`src/shared/aop_cfg.svh`:
```
`ifndef AOP_CFG_SVH
`define AOP_CFG_SVH
// Register byte offsets
`define AOP_OFF_CTRL 12'h000
`define AOP_OFF_STAT 12'h004
`define AOP_OFF_WORD 12'h008
`define AOP_OFF_CNT 12'h00C
// Control fields and reset values
`define AOP_CTRL_HOLD 0
`define AOP_CTRL_RST 32'h0000_0000
// Status field positions
`define AOP_STAT_MODE 0
`define AOP_STAT_REF 2
`define AOP_STAT_OVR 4
`define AOP_STAT_AMP 5
// Clip codes
`define AOP_MAX_8X 16'h7FFF
`define AOP_MIN_8X 16'h8000
`define AOP_MAX_4X 16'h7EE3
`define AOP_LOB_4X 16'h810C
`define AOP_MIN_4X 16'h811C
`define AOP_MAX_2X 16'h7FBE
`define AOP_MIN_2X 16'h8041
// Decimation factors
`define AOP_DEC_8X 4'h8
`define AOP_DEC_4X 4'h4
`define AOP_DEC_2X 4'h2
`define AOP_DEC_1X 4'h1
`endif

```
`src/shared/aop_pkg.sv`:
```
package aop_pkg;
	typedef enum logic [1:0] {AOP_M8X, AOP_M2X, AOP_M4X, AOP_M1X} aop_mode_t;
	typedef enum logic [1:0] {AOP_REF_INT, AOP_REF_SENSE, AOP_REF_EXT} aop_ref_t;
endpackage

```
`src/shared/aop_ctl_if.sv`:
```
`timescale 1ns/100ps
interface aop_ctl_if;
	import aop_pkg::*;
	aop_mode_t mode;
	aop_ref_t  ref_mode;
	logic      ref_fb_sel;
	logic      ref_amp_en;
	modport src (output mode, ref_mode, ref_fb_sel, ref_amp_en);
	modport snk (input mode, ref_mode, ref_fb_sel, ref_amp_en);
endinterface

```
`src/rtl/aop_strap_dec.sv`:
```
`timescale 1ns/100ps
`include "aop_cfg.svh"
module aop_strap_dec
	import aop_pkg::*;
(
	input  wire logic       pclk,            // Converter clock
	input  wire logic       presetn,         // Async reset, low
	input  wire logic       sense_low_cmp,   // Sense below low threshold
	input  wire logic       sense_supply_cmp,// Sense at analog supply
	input  wire logic [2:0] mode_cmp,        // Mode pin thermometer
	aop_ctl_if.src          ctl              // Decoded straps
);
	localparam int NB = 5;
	logic [NB-1:0] pin_raw;
	logic [NB-1:0] s1, s2, s3, filt;
	assign pin_raw = {mode_cmp, sense_supply_cmp, sense_low_cmp};

	////////////////////////////////////////////////////////////
	// Pins from the analog side: three stages, accept when 2 and 3 agree
	generate
		for (genvar i = 0; i < NB; i++)
		begin : g_sync
			always_ff @(posedge pclk or negedge presetn)
				if (!presetn)
				begin
					s1[i]   <= 1'b0;
					s2[i]   <= 1'b0;
					s3[i]   <= 1'b0;
					filt[i] <= 1'b0;
				end
				else
				begin
					s1[i] <= pin_raw[i];
					s2[i] <= s1[i];
					s3[i] <= s2[i];
					if (s2[i] == s3[i])
						filt[i] <= s3[i];
				end
		end
	endgenerate

	////////////////////////////////////////////////////////////
	// Reference decode: supply level wins, then low threshold
	aop_ref_t  next_ref;
	aop_mode_t next_mode;
	assign next_ref = filt[1] ? AOP_REF_EXT : (filt[0] ? AOP_REF_INT : AOP_REF_SENSE);
	// Thermometer mode code; rising pin level walks 8x, 2x, 4x, 1x
	assign next_mode = filt[4] ? AOP_M1X : (filt[3] ? AOP_M4X : (filt[2] ? AOP_M2X : AOP_M8X));

	// Latched once per clock; sampled on the rising edge since one clock serves all
	always_ff @(posedge pclk or negedge presetn)
		if (!presetn)
		begin
			ctl.ref_mode <= AOP_REF_INT;
			ctl.mode     <= AOP_M8X;
		end
		else
		begin
			ctl.ref_mode <= next_ref;
			ctl.mode     <= next_mode;
		end

	assign ctl.ref_fb_sel = (ctl.ref_mode == AOP_REF_SENSE);
	assign ctl.ref_amp_en = (ctl.ref_mode != AOP_REF_EXT);
endmodule

```
`src/rtl/aop_port.sv`:
```
`timescale 1ns/100ps
`include "aop_cfg.svh"
module aop_port
	import aop_pkg::*;
#(
	parameter int RAW_W = 18 // Filter result width
)(
	input  wire logic             pclk,              // Converter clock, 40 MHz
	input  wire logic             presetn,           // Async reset, low
	input  wire logic             psel,              // APB select
	input  wire logic             penable,           // APB enable
	input  wire logic             pwrite,            // APB write
	input  wire logic [11:0]      paddr,             // APB byte address
	input  wire logic [31:0]      pwdata,            // APB write data
	output logic      [31:0]      prdata,            // APB read data
	output logic                  pready,            // APB ready
	output logic                  pslverr,           // APB error
	input  wire logic             sense_low_cmp,     // Sense below low threshold
	input  wire logic             sense_supply_cmp,  // Sense at analog supply
	input  wire logic [2:0]       mode_cmp,          // Mode pin thermometer
	input  wire logic [RAW_W-1:0] filt_result,       // Filter output, signed
	input  wire logic [11:0]      mod_result,        // Modulator output, signed
	input  wire logic             mod_ovr,           // Modulator overrange
	input  wire logic             chip_sel_n,        // Output select, low
	input  wire logic             read_en,           // Output read, high
	output logic      [15:0]      output_word_bits,  // Parallel word
	output logic      [15:0]      output_word_oe,    // Pin drive enables
	output logic                  word_valid_strobe, // Word valid strobe
	output logic                  overrange_flag,    // Overrange indication
	output logic                  ref_fb_sel,        // Feedback from sense pin
	output logic                  ref_buffer_amp_en  // Reference amplifier on
);
	// Clip bounds are 16-bit codes; a narrower result cannot hold them
	if (RAW_W < 16 || RAW_W > 32)
	begin : g_bad_raw_w
		$error("RAW_W must be 16 to 32");
	end

	aop_ctl_if ctl ();

	aop_strap_dec u_strap (
		.pclk             (pclk),
		.presetn          (presetn),
		.sense_low_cmp    (sense_low_cmp),
		.sense_supply_cmp (sense_supply_cmp),
		.mode_cmp         (mode_cmp),
		.ctl              (ctl.src)
	);

	assign ref_fb_sel        = ctl.ref_fb_sel;
	assign ref_buffer_amp_en = ctl.ref_amp_en;

	////////////////////////////////////////////////////////////
	// APB slave, zero wait states
	logic [31:0] ctrl;
	logic [15:0] word_cnt;
	logic        acc_phase, wr_acc, hit_ctrl, hit_stat, hit_word, hit_cnt, hit_any;
	logic [31:0] stat_val;

	assign acc_phase = psel & penable;
	assign wr_acc    = acc_phase & pwrite;
	assign hit_ctrl  = (paddr == `AOP_OFF_CTRL);
	assign hit_stat  = (paddr == `AOP_OFF_STAT);
	assign hit_word  = (paddr == `AOP_OFF_WORD);
	assign hit_cnt   = (paddr == `AOP_OFF_CNT);
	assign hit_any   = hit_ctrl | hit_stat | hit_word | hit_cnt;
	assign pready    = 1'b1;
	assign pslverr   = acc_phase & ~hit_any;
	assign stat_val  = {26'h0, ctl.ref_amp_en, overrange_flag, ctl.ref_mode, ctl.mode};
	assign prdata    = hit_ctrl ? ctrl :
	                   hit_stat ? stat_val :
	                   hit_word ? {16'h0, output_word_bits} :
	                   hit_cnt  ? {16'h0, word_cnt} : 32'h0;

	// Only the hold bit is writable; the rest reads zero
	always_ff @(posedge pclk or negedge presetn)
		if (!presetn)
			ctrl <= `AOP_CTRL_RST;
		else if (wr_acc && hit_ctrl)
			ctrl <= {31'h0, pwdata[`AOP_CTRL_HOLD]};

	////////////////////////////////////////////////////////////
	// Decimation divider: one strobe period per word
	aop_mode_t mode_q;
	logic [3:0] dec, half, next_cnt;
	logic [3:0] cnt;
	logic       run, mode_chg, wrap, strobe_q, next_strobe;

	assign dec = (mode_q == AOP_M8X) ? `AOP_DEC_8X :
	             (mode_q == AOP_M4X) ? `AOP_DEC_4X :
	             (mode_q == AOP_M2X) ? `AOP_DEC_2X : `AOP_DEC_1X;
	assign half        = dec >> 1;
	assign mode_chg    = (ctl.mode != mode_q);
	// 4'hF marks a primed divider, so the first edge after reset or a mode change starts a word
	assign wrap        = (cnt == dec - 4'h1) || (cnt == 4'hF);
	assign next_cnt    = mode_chg ? 4'hF : (wrap ? 4'h0 : cnt + 4'h1);
	assign next_strobe = !mode_chg && (next_cnt < half);

	// A mode change restarts the divider so a word never straddles two factors
	always_ff @(posedge pclk or negedge presetn)
		if (!presetn)
		begin
			cnt      <= 4'hF;
			run      <= 1'b0;
			strobe_q <= 1'b0;
			mode_q   <= AOP_M8X;
		end
		else
		begin
			run      <= 1'b1;
			mode_q   <= ctl.mode;
			cnt      <= next_cnt;
			strobe_q <= next_strobe;
		end

	// In 1x the word rate equals the clock, so the strobe follows the clock itself
	// gated by run; its rise is the same edge that loads the word, ahead of clk-to-q.
	assign word_valid_strobe = (mode_q == AOP_M1X) ? (run & pclk) : strobe_q;

	////////////////////////////////////////////////////////////
	// Formatting and clipping
	logic signed [RAW_W-1:0] raw_s, hi_b, lo_b, hi_c;
	logic        [15:0]      hi_code, lo_bound, lo_code, clip_word, fmt_word, next_word;
	logic                    over_hi, under_lo, filt_clip, load_word;

	assign hi_code  = (mode_q == AOP_M8X) ? `AOP_MAX_8X :
	                  (mode_q == AOP_M4X) ? `AOP_MAX_4X : `AOP_MAX_2X;
	assign lo_bound = (mode_q == AOP_M8X) ? `AOP_MIN_8X :
	                  (mode_q == AOP_M4X) ? `AOP_LOB_4X : `AOP_MIN_2X;
	assign lo_code  = (mode_q == AOP_M8X) ? `AOP_MIN_8X :
	                  (mode_q == AOP_M4X) ? `AOP_MIN_4X : `AOP_MIN_2X;
	assign raw_s    = filt_result;
	assign hi_b     = RAW_W'(signed'(hi_code));
	assign lo_b     = RAW_W'(signed'(lo_bound));
	assign over_hi  = (raw_s >= hi_b);
	assign under_lo = (raw_s < lo_b);
	assign hi_c     = over_hi ? hi_b : raw_s;
	// 4x clips results below its lower bound to a code above that bound; the bound value itself passes
	assign clip_word = over_hi ? hi_code : (under_lo ? lo_code : hi_c[15:0]);
	assign filt_clip = (mode_q == AOP_M8X) && (raw_s > hi_b || raw_s < lo_b);
	assign fmt_word  = (mode_q == AOP_M1X) ? {{4{mod_result[11]}}, mod_result}
	                                       : clip_word;
	assign load_word = !mode_chg && (next_cnt == 4'h0) && !ctrl[`AOP_CTRL_HOLD];
	assign next_word = load_word ? fmt_word : output_word_bits;

	// Word loads on the edge the strobe rises; host inverts bit 15 for offset binary
	always_ff @(posedge pclk or negedge presetn)
		if (!presetn)
		begin
			output_word_bits <= 16'h0000;
			overrange_flag   <= 1'b0;
			word_cnt         <= 16'h0000;
		end
		else
		begin
			output_word_bits <= next_word;
			overrange_flag   <= mod_ovr | filt_clip;
			if (load_word)
				word_cnt <= word_cnt + 16'h0001;
		end

	////////////////////////////////////////////////////////////
	// Output gating: pins pass the same three-stage filter as any pin input
	logic [1:0] g1, g2, g3, gf;
	always_ff @(posedge pclk or negedge presetn)
		if (!presetn)
		begin
			g1 <= 2'b10;
			g2 <= 2'b10;
			g3 <= 2'b10;
			gf <= 2'b10;
		end
		else
		begin
			g1 <= {chip_sel_n, read_en};
			g2 <= g1;
			g3 <= g2;
			gf <= {(g2[1] == g3[1]) ? g3[1] : gf[1], (g2[0] == g3[0]) ? g3[0] : gf[0]};
		end

	logic drive;
	assign drive          = ~gf[1] & gf[0];
	assign output_word_oe = {16{drive}};
endmodule

```
`config.mk`:
```
export PLATFORM = sky130hd
export DESIGN_NAME = aop_port
export DESIGN_NICKNAME = d
export VERILOG_FILES = /design/src/shared/aop_pkg.sv /design/src/shared/aop_ctl_if.sv /design/src/rtl/aop_strap_dec.sv /design/src/rtl/aop_port.sv
export VERILOG_INCLUDE_DIRS = /design/src /design/src/shared
export SDC_FILE = /design/constraint.sdc
export NUM_CORES = 1
export LEC_CHECK = 0
export BUFFER_PORTS_ARGS = -buffer_cell sky130_fd_sc_hd__buf_2
export CAP_MARGIN = 30
export CORE_MARGIN = 2
export CORE_UTILIZATION = 50
export DETAILED_ROUTE_END_ITERATION = 10
export GPL_TIMING_DRIVEN = 0
export PLACE_DENSITY = 0.81
export REMOVE_ABC_BUFFERS = 1
export SLEW_MARGIN = 20
export SYNTH_ARGS = -nofsm -noshare
export SYNTH_HDL_FRONTEND = slang
export SYNTH_SLANG_ARGS = --single-unit
```
`constraint.sdc`:
```
create_clock -name pclk -period 4.2 [get_ports pclk]
set_clock_uncertainty 0.2 [all_clocks]
set_input_delay 0.21 -clock pclk [delete_from_list [all_inputs] [get_ports pclk]]
set_output_delay 0.21 -clock pclk [all_outputs]
set_load 0.1 [all_outputs]
```
==> results.json <==
{
  "outcome": "finished, final reports clean",
  "post_cts_buffers": 0,
  "hold_slack_ps": 17.1,
  "final-max-slew-violation-count": 0,
  "p_per_area_nw_per_um2": 626,
  "grt_pass1_vias": 3199,
  "relSlewSlack_pct": 45.7,
  "clk_pin_slew_ps": 80,
  "synth_cell_type_count": 57,
  "dp.cells": 577,
  "diodes": 0,
  "worstHoldStart": "mod_result[10]",
  "r2r-start": "mode_q[1]",
  "gr-total-overflow": 0,
  "drtIter0Drc": 170,
  "synth_top_area_share_pct": 40.1,
  "critical_path.max_fanout": 11,
  "drt_wl_total_um": 9930,
  "worst_setup_path_start_kind": "register",
  "drtAntennaViolNets": 0,
  "start_util_pct": 50.8,
  "ys_async_sr_fraction_pct": 100,
  "ios": 157,
  "route.detailed.wl_per_inst_um": 16.0,
  "r2r_cells": 10,
  "die_h_um": 94.7,
  "dp_hpwl_um": 6910,
  "ys_seq_elements": 74,
  "gp_congestion": 0.951,
  "worstMarginPinSlew_ps": 813,
  "cts_tree": "built",
  "leakage_nw": 2.48,
  "hold_violations": 0,
  "clock_latency_ps": 460,
  "netlist_area_um2": 4110,
  "finalWorstSetupSlack_ps": 277,
  "track_usage_pct": 23.3,
  "peakVddDrop_mv": 0.488,
  "ys_warn_count": 0,
  "yosysTopAreaCell": "dfrtp_1",
  "cp-end-kind": "register",
  "num_rows": 33,
  "whs_path_depth": 4,
  "antenna_found_initial": 0,
  "finalSetupViolations": 0,
  "syn_avg_cell_area_um2": 10.4,
  "fillers": 648,
  "core_um2": 8090,
  "grt_max_degree": 57,
  "finalNetCount": 611,
  "clock.fmax_mhz": 255,
  "period_share_pct": 93.4,
  "syn_inst": 397,
  "synth_edf_count": 0,
  "synthTopCellsByCount": "dfrtp_1, buf_4, nor2_1",
  "grt_pass1_wl_um": 15800,
  "yosys-top-cells-area": "dfrtp_1, buf_4, dfstp_2, ha_1, xor2_1",
  "r2r_end": "output_word_bits[8]",
  "dr.pass1.iters": 4,
  "worstHoldPathType": "input pin to register",
  "fp.dieW_um": 94.7,
  "post-synth-top-count-cell": "dfrtp_1",
  "stdcell_count": 621,
  "synth_seq_area_share_pct": 45.3,
  "area_growth_pct": 22.8,
  "layout-drive-gt1-share_pct": 31.0,
  "vias_per_cell": 5.49,
  "synthFlopType": "dfrtp_1",
  "drc": 0,
  "worstPathArrival_ps": 4110,
  "min_period_ps": 3920,
  "criticalPathCategory": "register to register",
  "required_ps": 4390,
  "rsz0062_at_grt": "false",
  "holdPathEnd": "output_word_bits[10]",
  "drv_cap": 0,
  "post-place-ws_ps": 664,
  "vias": 3409,
  "portBuffers": 108,
  "fin_tns_setup_ps": 0,
  "dieArea_um2": 8970,
  "r2r_slack_ps": 280
}
==> area by class of cell <==
cell class,instances,area (µm²),share of cell area [%]
Clock buffer,14,174,3.44
Clock inverter,6,65.1,1.29
Multi-Input combinational cell,270,1930,38.3
Inverter,19,71.3,1.41
Sequential cell,74,1860,36.8
Timing Repair Buffer,133,816,16.1
Tap cell,105,131,2.60
==> per-stage QoR <==
| step | instance area [µm²] | total power, mW | utilization, % |
|---|---|---|---|
| after floorplan | 3840 | 2.19 | - |
| after global placement | 4510 | 2.44 | 55.7 |
| after detailed placement | 4560 | 2.49 | 56.3 |
| after CTS | 5040 | 3.17 | 62.3 |
| after global routing | 5050 | 3.31 | 62.4 |
| final | 5050 | 3.16 | 62.4 |
==> worst max-delay path, cell delays in order, from the launching register on <==
cell and delay, ps:
dfrtp_1 560, nor2b_4 290, inv_1 180, ha_1 320, and3b_1 280, nand4bb_1 250, or4_4 580, o2111ai_1 130
a21oi_1 160, a221oi_1 290, dlygate4sd3_1 600
==> cell usage in the layout, fill, tap and decap left out, types with 5 or more instances in the layout <==
master,instances
nor4_1,7
a21oi_1,5
a311oi_2,6
mux2i_1,11
maj3_1,7
conb_1,18
inv_1,19
clkbuf_8,12
ha_1,13
a221oi_1,7
a22oi_1,5
a21o_1,13
nand3_1,25
dfstp_2,8
xor2_1,15
mux2_2,6
dfrtp_1,66
o21ai_0,7
nor2_1,33
nor2b_1,6
dlygate4sd3_1,25
nand2_1,17
buf_2,107
nand4_1,6
nor3_1,12
==> routing by layer <==
metal  global-route usage (%)  up-vias  part of all wire, %
met5                        0        -                    0
met4                     10.4        0                  2.6
met3                     5.35       27                  7.1
met2                     39.0      151                   50
met1                     28.7     1632                   40
li1                         -     1599                    -
==> sequential cells by signal, indices dropped and copies added (netlist names), 4 cells and up <==
signal / cells
output_word_bits: 16
word_cnt: 16
u_strap.filt: 5
u_strap.s1: 5
u_strap.s2: 5
u_strap.s3: 5
cnt: 4
==> how the worst max path moves through the flow <==
stage / end / cells after the start / slack [ps] / from
3_3_place_gp: output_word_bits[3] / 6 / -50 / mode_q[0]
2_1_floorplan: output_word_oe[0] / 1 / -17130 / gf[0]
6_report: output_word_bits[8] / 10 / 280 / mode_q[1]
4_1_cts: output_word_bits[8] / 10 / 100 / mode_q[1]
3_5_place_dp: output_word_bits[4] / 9 / 660 / mode_q[1]
5_1_grt: output_word_bits[8] / 10 / 40 / mode_q[1]
==> kinds of logic (layout without fill, tap and decap cells) <==
family	after synthesis	count (layout)	synth area share, %
AOI/OAI and AO/OA	65	65	13.4
xor gates and xnor gates	19	19	4.05
muxes	18	18	4.87
other	2	18	0.183
buffers and inverters	69	172	9.88
adders and majority gates	20	20	5.66
and+or+nand+nor	130	130	16.7
DFF	74	74	45.3
==> timing repair <==
action,CTS,global route
gates resized for setup,0,2
hold buffers,25,0
endpoints found under the hold margin,90,0
endpoints found under the setup margin,0,4
==> power by group <==
group,internal (mW),switching (mW)
Sequential,0.866,0.155
Combinational,0.354,1.13
Clock,0.340,0.321
Total,1.56,1.60
No activity file was read; power rests on OpenSTA's default activity.
